--- src/verilog/hsq_pkg.sv ---
/*
  Shared constants and types for the homing sequencer.
  Assumes a single 10 MHz control clock and synchronous inputs.
*/
package hsq_pkg;

  localparam int          HSQ_CLK_HZ      = 10000000;
  localparam int          HSQ_SPEED_W     = 16;
  localparam int          HSQ_METHOD_W    = 8;

  // homing method codes handled by this block
  localparam logic [7:0]  HSQ_M9          = 8'h09;
  localparam logic [7:0]  HSQ_M10         = 8'h0A;
  localparam logic [7:0]  HSQ_M11         = 8'h0B;
  localparam logic [7:0]  HSQ_M12         = 8'h0C;
  localparam logic [7:0]  HSQ_M13         = 8'h0D;
  localparam logic [7:0]  HSQ_M14         = 8'h0E;
  localparam logic [7:0]  HSQ_M17         = 8'h11;
  localparam logic [7:0]  HSQ_M18         = 8'h12;
  localparam logic [7:0]  HSQ_M19         = 8'h13;

  localparam logic        HSQ_DIR_POS     = 1'b0;
  localparam logic        HSQ_DIR_NEG     = 1'b1;
  localparam logic [15:0] HSQ_SPEED_ZERO  = 16'h0000;

  // which reference a method watches, and how it ends
  typedef enum logic [1:0] {
    HSQ_SRC_HOME,
    HSQ_SRC_NLIM,
    HSQ_SRC_PLIM
  } hsq_src_t;

  // one step of a homing plan: the motion while waiting, and the wait
  typedef enum logic [2:0] {
    HSQ_W_RISE,
    HSQ_W_FALL,
    HSQ_W_INDEX,
    HSQ_W_DONE
  } hsq_wait_t;

endpackage

--- src/verilog/hsq_edge_detect.sv ---
/*
  Rising and falling edge detector for one level input.
  Assumes the input is already synchronous to ref_clk.
*/
`timescale 1ns/1ps
module hsq_edge_detect
  import hsq_pkg::*;
(
  input  wire logic ref_clk,
  input  wire logic rst_b,
  input  wire logic level,
  output logic      rise,
  output logic      fall
);

  typedef struct packed {
    logic last;
  } hsq_ed_state_t;

  hsq_ed_state_t state_reg;
  hsq_ed_state_t state_next;

  always_comb begin
    state_next      = state_reg;
    state_next.last = level;
  end

  always_ff @(posedge ref_clk) begin
    if (!rst_b) begin
      state_reg <= '0;
    end else begin
      state_reg <= state_next;
    end
  end

  assign rise = level & ~state_reg.last;
  assign fall = ~level & state_reg.last;

endmodule // hsq_edge_detect

--- src/verilog/hsq_speed_select.sv ---
/*
  Maps the requested speed class onto the configured search speeds.
  Assumes the two speed settings are held steady during a homing run.
*/
`timescale 1ns/1ps
module hsq_speed_select
  import hsq_pkg::*;
(
  input  wire logic [15:0] switchSpeed,
  input  wire logic [15:0] zeroSpeed,
  input  wire logic        running,
  input  wire logic        highSel,
  output logic [15:0]      speedCmd
);

  always_comb begin
    if (!running) begin
      speedCmd = HSQ_SPEED_ZERO;
    end else if (highSel) begin
      speedCmd = switchSpeed;
    end else begin
      speedCmd = zeroSpeed;
    end
  end

endmodule // hsq_speed_select

--- src/verilog/hsq_homing_seq.sv ---
/*
  Homing sequencer for methods 9 to 14 and 17 to 19.
  Assumes limit, home switch and index inputs synchronous to ref_clk,
  active high, and the motion loop following dirCmd/speedCmd.
*/
`timescale 1ns/1ps
// Notes on behaviour
// method 9: fast positive, slow on rise, reverse, index
// 9/10 positive limit: reverse fast, then positive slow
// 9/12 switch active: slow, reverse at fall, index
// method 10: keep positive after fall, index
// 10/11 switch active: positive slow, index after fall
// method 11: fast negative, positive slow at edge
// 11-14 negative limit: reverse fast positive
// 11/12 after limit: slow on rise, 12 reverses
// method 13: fast negative, slow, reverse at fall
// 13 after limit: negative slow, positive at fall
// 13 switch active: negative slow, reverse, index
// method 14: fast negative, slow, keep negative
// 14 after limit: negative slow on rise
// 14 switch active: negative slow, index after fall
// method 17: negative limit edges, no index
// method 18: positive limit edges, no index
// method 19: home switch edges, no index
// fast from switch speed, slow from zero speed
// method codes 9,10,11,12,13,14,17,18,19 as ordered
// at stop, zero speed and homing done
module hsq_homing_seq
  import hsq_pkg::*;
(
  input  wire logic        ref_clk,
  input  wire logic        rst_b,
  input  wire logic        homeStart,
  input  wire logic [7:0]  homeMethod,
  input  wire logic [15:0] switchSpeed,
  input  wire logic [15:0] zeroSpeed,
  input  wire logic        homeSwitch,
  input  wire logic        negative_travel_limit,
  input  wire logic        positive_travel_limit,
  input  wire logic        indexPulse,
  output logic             dirCmd,
  output logic [15:0]      speedCmd,
  output logic             homeBusy,
  output logic             homeDone,
  output logic             methodError
);

  typedef enum logic [1:0] {
    HSQ_IDLE,
    HSQ_RUN,
    HSQ_DONE
  } hsq_phase_t;

  typedef struct packed {
    hsq_phase_t phase;
    logic [7:0] method;
    logic       dir;
    logic       high;
    hsq_wait_t  waitFor;
    logic [1:0] step;
    logic       limitPath;
    logic       err;
  } hsq_state_t;

  hsq_state_t state_reg;
  hsq_state_t state_next;

  logic homeRise;
  logic homeFall;
  logic nRise;
  logic nFall;
  logic pRise;
  logic pFall;
  logic refRise;
  logic refFall;
  logic refLevel;

  hsq_edge_detect uHome (
    .ref_clk (ref_clk),
    .rst_b   (rst_b),
    .level   (homeSwitch),
    .rise    (homeRise),
    .fall    (homeFall)
  );

  hsq_edge_detect uNeg (
    .ref_clk (ref_clk),
    .rst_b   (rst_b),
    .level   (negative_travel_limit),
    .rise    (nRise),
    .fall    (nFall)
  );

  hsq_edge_detect uPos (
    .ref_clk (ref_clk),
    .rst_b   (rst_b),
    .level   (positive_travel_limit),
    .rise    (pRise),
    .fall    (pFall)
  );

  function automatic logic isKnown(input logic [7:0] m);
    isKnown = (m == HSQ_M9)  || (m == HSQ_M10) || (m == HSQ_M11) ||
              (m == HSQ_M12) || (m == HSQ_M13) || (m == HSQ_M14) ||
              (m == HSQ_M17) || (m == HSQ_M18) || (m == HSQ_M19);
  endfunction

  // reference watched by the current method
  always_comb begin
    unique case (state_reg.method)
      HSQ_M17: begin
        refRise  = nRise;
        refFall  = nFall;
        refLevel = negative_travel_limit;
      end
      HSQ_M18: begin
        refRise  = pRise;
        refFall  = pFall;
        refLevel = positive_travel_limit;
      end
      default: begin
        refRise  = homeRise;
        refFall  = homeFall;
        refLevel = homeSwitch;
      end
    endcase
  end

  always_comb begin
    state_next = state_reg;
    unique case (state_reg.phase)
      HSQ_IDLE, HSQ_DONE: begin
        if (homeStart) begin
          state_next.method    = homeMethod;
          state_next.limitPath = 1'b0;
          // 2 marks a fast start, 0 a start on the switch
          state_next.step      = 2'h2;
          state_next.err       = ~isKnown(homeMethod);
          state_next.phase     = isKnown(homeMethod) ? HSQ_RUN : HSQ_IDLE;
          state_next.waitFor   = HSQ_W_RISE;
          state_next.high      = 1'b1;
          // start plan chosen from the reference level at start
          unique case (homeMethod)
            HSQ_M9, HSQ_M10: begin
              state_next.dir  = HSQ_DIR_POS;
              if (homeSwitch) begin
                state_next.high    = 1'b0;
                state_next.waitFor = HSQ_W_FALL;
                state_next.step    = 2'h0;
              end
            end
            HSQ_M11, HSQ_M12, HSQ_M13, HSQ_M14: begin
              state_next.dir = HSQ_DIR_NEG;
              if (homeSwitch) begin
                state_next.high    = 1'b0;
                state_next.waitFor = HSQ_W_FALL;
                state_next.step    = 2'h0;
                state_next.dir     = (homeMethod == HSQ_M11 ||
                                      homeMethod == HSQ_M12)
                                     ? HSQ_DIR_POS : HSQ_DIR_NEG;
              end
            end
            HSQ_M17: begin
              state_next.dir = HSQ_DIR_NEG;
              if (negative_travel_limit) begin
                state_next.dir     = HSQ_DIR_POS;
                state_next.high    = 1'b0;
                state_next.waitFor = HSQ_W_FALL;
              end
            end
            HSQ_M18: begin
              state_next.dir = HSQ_DIR_POS;
              if (positive_travel_limit) begin
                state_next.dir     = HSQ_DIR_NEG;
                state_next.high    = 1'b0;
                state_next.waitFor = HSQ_W_FALL;
              end
            end
            default: begin
              state_next.dir = HSQ_DIR_POS;
              if (homeSwitch) begin
                state_next.dir     = HSQ_DIR_NEG;
                state_next.high    = 1'b0;
                state_next.waitFor = HSQ_W_FALL;
              end
            end
          endcase
        end
      end
      HSQ_RUN: begin
        // limit reversal during the fast search
        if (state_reg.high && state_reg.waitFor == HSQ_W_RISE &&
            !state_reg.limitPath) begin
          if ((state_reg.method == HSQ_M9 || state_reg.method == HSQ_M10)
              && pRise) begin
            state_next.dir       = HSQ_DIR_NEG;
            state_next.limitPath = 1'b1;
          end
          if ((state_reg.method == HSQ_M11 || state_reg.method == HSQ_M12 ||
               state_reg.method == HSQ_M13 || state_reg.method == HSQ_M14)
              && nRise) begin
            state_next.dir       = HSQ_DIR_POS;
            state_next.limitPath = 1'b1;
          end
        end
        unique case (state_reg.waitFor)
          HSQ_W_RISE: begin
            if (refRise) begin
              state_next.high    = 1'b0;
              state_next.waitFor = HSQ_W_FALL;
              unique case (state_reg.method)
                HSQ_M9, HSQ_M10: begin
                  if (state_reg.step == 2'h1) begin
                    state_next.waitFor = HSQ_W_INDEX;
                  end else begin
                    state_next.dir = HSQ_DIR_POS;
                  end
                end
                HSQ_M11: state_next.dir = HSQ_DIR_POS;
                HSQ_M12: begin
                  if (state_reg.step == 2'h1) begin
                    state_next.waitFor = HSQ_W_INDEX;
                  end else begin
                    state_next.dir = HSQ_DIR_POS;
                  end
                end
                HSQ_M13: begin
                  if (state_reg.step == 2'h1) begin
                    state_next.waitFor = HSQ_W_INDEX;
                  end else begin
                    state_next.dir = HSQ_DIR_NEG;
                  end
                end
                HSQ_M14: state_next.dir = HSQ_DIR_NEG;
                default: begin
                  state_next.dir = ~state_reg.dir;
                end
              endcase
            end
          end
          HSQ_W_FALL: begin
            if (refFall) begin
              unique case (state_reg.method)
                HSQ_M9, HSQ_M12, HSQ_M13: begin
                  if (state_reg.step == 2'h0 && state_reg.phase == HSQ_RUN
                      && state_reg.dir == (state_reg.method == HSQ_M13
                                           ? HSQ_DIR_NEG : HSQ_DIR_POS)
                      && !state_reg.high && !wasFastSearch()) begin
                    // started on the switch: reverse, then wait for rise
                    state_next.dir     = ~state_reg.dir;
                    state_next.step    = 2'h1;
                    state_next.waitFor = HSQ_W_RISE;
                  end else begin
                    state_next.dir     = (state_reg.method == HSQ_M13)
                                         ? HSQ_DIR_POS : HSQ_DIR_NEG;
                    state_next.waitFor = HSQ_W_INDEX;
                  end
                end
                HSQ_M10, HSQ_M11, HSQ_M14:
                  state_next.waitFor = HSQ_W_INDEX;
                default:
                  state_next.waitFor = HSQ_W_DONE;
              endcase
            end
          end
          HSQ_W_INDEX: begin
            if (indexPulse) begin
              state_next.waitFor = HSQ_W_DONE;
            end
          end
          default: begin
          end
        endcase
        if (state_next.waitFor == HSQ_W_DONE) begin
          state_next.phase = HSQ_DONE;
        end
      end
      default: begin
        state_next.phase = HSQ_IDLE;
      end
    endcase
  end

  // a fast start sets step 2 and a limit sets limitPath, so a falling
  // edge after a slow-down is never taken for a start on the switch
  function automatic logic wasFastSearch();
    wasFastSearch = state_reg.limitPath | state_reg.step[1];
  endfunction

  always_ff @(posedge ref_clk) begin
    if (!rst_b) begin
      state_reg <= '{phase: HSQ_IDLE, method: 8'h00, dir: HSQ_DIR_POS,
                     high: 1'b0, waitFor: HSQ_W_DONE, step: 2'h0,
                     limitPath: 1'b0, err: 1'b0};
    end else begin
      state_reg <= state_next;
    end
  end

  hsq_speed_select uSpeed (
    .switchSpeed (switchSpeed),
    .zeroSpeed   (zeroSpeed),
    .running     (state_reg.phase == HSQ_RUN),
    .highSel     (state_reg.high),
    .speedCmd    (speedCmd)
  );

  assign dirCmd      = state_reg.dir;
  assign homeBusy    = (state_reg.phase == HSQ_RUN);
  assign homeDone    = (state_reg.phase == HSQ_DONE);
  assign methodError = state_reg.err;

endmodule // hsq_homing_seq

--- config.mk ---
export PLATFORM = sky130hd
export DESIGN_NAME = hsq_homing_seq
export DESIGN_NICKNAME = d
export VERILOG_FILES = /design/src/verilog/hsq_pkg.sv /design/src/verilog/hsq_edge_detect.sv /design/src/verilog/hsq_speed_select.sv /design/src/verilog/hsq_homing_seq.sv
export SDC_FILE = /design/constraint.sdc
export NUM_CORES = 1
export LEC_CHECK = 0
export ABC_AREA = 0
export CORE_MARGIN = 2
export CORE_UTILIZATION = 45
export CTS_BUF_LIST = sky130_fd_sc_hd__clkbuf_4
export DETAILED_ROUTE_END_ITERATION = 7
export DONT_BUFFER_PORTS = 1
export SYNTH_ARGS = -nofsm -noshare
export SYNTH_HDL_FRONTEND = slang
export SYNTH_SLANG_ARGS = --single-unit
--- constraint.sdc ---
create_clock -name ref_clk -period 3.2 [get_ports ref_clk]
set_input_delay 0.32 -clock ref_clk [delete_from_list [all_inputs] [get_ports ref_clk]]
set_output_delay 0.32 -clock ref_clk [all_outputs]
set_load 0.005 [all_outputs]
==> metrics <==
number of I/O pins=between 60 and 70; GR Util All Layers=0.217; antenna violations before repair=0; status=finished, final reports clean; RePlAce Congestion=between 0.9 and 1; power share of the sequential group=0.481; Worst Tran Pin Value=a little over 0.6 ns; EDFF count, synth=0; WL met1=approximately 2.0 mm; HP Start=rst_b; row count=22; share of cells above drive strength 1=0.0602; flops & latches, synth=22; Post-Syn Area per Cell=~7.5 um^2; Pleak=between 0.6 and 0.7 nW; Hold Fails Final Rpt=0; Clock Skew=a little under 0.005 ns; cts hold-fix bufs=0; Yosys cell types=54; Nets=264; Sw Share=0.267; post-detail-place hpwl=~3.3 mm; DR vias=1656; reg2reg start=state_reg[14]; Core Box Area=approximately 3600 um^2; setup violators final=0; first-pass GRT wire length=7.20 mm; startpoint types=flip-flop; first-pass iteration count of the detailed router=4; part of the cycle the worst path needs=0.816; routed wl met3=about 260 um; top layer reached by signal wires=met4; cell-internal power=between 0.0004 and 0.0005 W; CP Data Arrival Time=between 2 and 3 ns; fin crit period=2.61 ns; RSZ-0062 raised after global routing=no; post-synthesis sequential area ratio=0.265; vias per cell=6.27; Slew Viols, Final=0; Syn. warnings=0; FMAX=approximately 380 MHz; worst hold endpoint=state_reg[5]; total grt overflow=0; P per Cell Area=362 nW/um^2; max reg flops=17; die height=between 60 and 70 um; Die X=64.7 um; vias in the first global route=1488; PortBufs=0; CTS clock-pin slew for the worst setup and hold paths=roughly 0.13 ns; Post-CTS Setup Repair Bufs=0; routed wl met2=around 2.1 mm; syn nets=269; worst endpoint required time=3.44 ns; maximum root-to-sink buffer count=2; Root Buffer=clkbuf_4; reg-to-reg endpoint=dirCmd; die area=about 4200 um^2; P_sw=~0.00017 W; ant diodes=0; H-tree depth=1; largest net degree at the start of global routing=25; post-CTS resize count=0; CP endpoint kind=flip-flop; ys async rst share=0; CP Class=flip-flop to flip-flop; Area growth syn-to-layout=5.43%; max-cap violation count=0; R2R Setup Slk=between 0.5 and 0.6 ns; Final ANT Viol Nets=0; hold crit path type=input port to flip-flop; worst skew pair latency=between 0.3 and 0.4 ns; Avg WL per Cell=between 15 and 20 um; crit path max fanout=5; overall power=~0.00063 W; Slew headroom=0.594; fillers=around 370; clk sinks=22; TritonCTS clock tree=yes; Worst VDD drop=between 0.0002 and 0.0003 V; starting density of the core=0.460; ys flop type=dfxtp_1; Final Instance Area=roughly 1800 um^2; Comb power frac=0.173; post-layout utilization of the core=0.485; total CTS buffers=3; post-synthesis cell area=around 1700 um^2; clock power share=0.346; drt first-iter violations=around 110; DRC=0; Worst Hold Path Cells=1; DP Area=1700 um^2; routed wire length=approximately 4.5 mm; post-route setup TNS=0 ns; crit path from=state_reg[14]; synthesized instance count=approximately 220; FF-to-FF path depth=6
per-stage QoR:
step | cells | setup slack [ns] | hold slack [ns]
2_1_floorplan | 222 | 0.759 | 0.400
3_3_place_gp | 260 | 0.708 | 0.404
3_5_place_dp | 260 | 0.625 | 0.408
4_1_cts | 264 | 0.607 | 0.0665
5_1_grt | 264 | 0.540 | 0.0495
6_report | 264 | 0.589 | 0.0757
routing by layer:
metal | GRT usage | vias up
met1 | 0.303 | 777
met4 | 0.0691 | 0
li1 | - | 806
met2 | 0.335 | 65
met5 | 0 | -
met3 | 0.0434 | 8
power groups by stage:
| stage | combinational, W | sequential [W] | clock [W] |
|---|---|---|---|
| after floorplan | 0.0000981 | 0.000301 | 0 |
| after global placement | 0.000105 | 0.000309 | 0 |
| after detailed placement | 0.000109 | 0.000311 | 0 |
| after CTS | 0.000109 | 0.000305 | 0.000223 |
| after global routing | 0.000122 | 0.000308 | 0.000235 |
| final | 0.000110 | 0.000305 | 0.000219 |
area by class of cell:
type	instances	area [um^2]	area share
inverters	6	22.5	0.0129
multi-input cells	180	1140	0.654
flip-flops and latches	22	440	0.252
repair buffers	4	30.0	0.0172
clock inverters	1	30.0	0.0172
clock buffers	3	22.5	0.0129
well taps	48	60.1	0.0343
cells by family after synthesis:
| family | Yosys count | synth area share |
|---|---|---|
| multiplexers | 17 | 0.102 |
| AO/OA/AOI/OAI | 56 | 0.228 |
| XOR/XNOR | 4 | 0.0211 |
| flip-flops | 22 | 0.265 |
| buffers and inverters | 20 | 0.0452 |
| AND/OR/NAND/NOR | 103 | 0.338 |
cell usage in the layout, fill, tap and decap left out, types with 2 or more instances in the layout:
cell type,synthesis,layout
xnor2_1,2,2
a221oi_1,3,3
xor2_1,2,2
and3_1,2,2
nand2_1,24,24
nor4bb_1,4,4
clkbuf_4,0,3
mux2i_1,17,17
nor4_1,2,2
o21ai_0,6,6
a31oi_1,2,2
o21ai_1,5,5
and2_1,4,4
nor4b_1,4,4
dfxtp_1,22,22
nor2b_1,6,6
buf_4,0,4
nor3b_1,4,4
or2_1,2,2
or3_1,3,3
or4_1,2,2
nor2_1,25,25
nand2b_1,7,7
inv_1,5,5
nand3_1,2,2
nor3_1,6,6
o211ai_1,2,2
o311a_1,2,2
a21oi_1,18,18
worst max-delay path by stage:
stage                   to  slack, ns
floorplan           dirCmd       0.76
CTS                 dirCmd       0.61
global placement    dirCmd       0.71
finish              dirCmd       0.59
detailed placement  dirCmd       0.62
global route        dirCmd       0.54
critical path, stage by stage (launching register included):
cell and delay [ns]:
dfxtp_1 0.34, or3_4 0.42, or4_4 0.57, o31a_1 0.28, or4_1 0.54, o311a_1 0.16, a311oi_2 0.22
cell usage after synthesis (all sizes together), types with 2 or more instances:
| master | number | area [um^2] |
|---|---|---|
| a21oi | 18 | 90.1 |
| a221oi | 3 | 26.3 |
| a311oi | 2 | 23.8 |
| a31oi | 2 | 12.5 |
| and2 | 4 | 25.0 |
| and3 | 2 | 12.5 |
| clkbuf | 13 | 48.8 |
| dfxtp | 22 | 440 |
| inv | 5 | 18.8 |
| mux2i | 17 | 170 |
| nand2 | 24 | 90.1 |
| nand2b | 7 | 43.8 |
| nand3 | 2 | 10.0 |
| nor2 | 25 | 93.8 |
| nor2b | 6 | 37.5 |
| nor3 | 6 | 30.0 |
| nor3b | 4 | 30.0 |
| nor4 | 2 | 12.5 |
| nor4b | 4 | 35.0 |
| nor4bb | 4 | 40.0 |
| o211ai | 2 | 15.0 |
| o21ai | 11 | 55.1 |
| o311a | 2 | 20.0 |
| o311ai | 2 | 17.5 |
| or2 | 3 | 18.8 |
| or3 | 4 | 30.0 |
| or4 | 3 | 26.3 |
| xnor2 | 2 | 17.5 |
| xor2 | 2 | 17.5 |
Power figures use the tool's default switching activity.
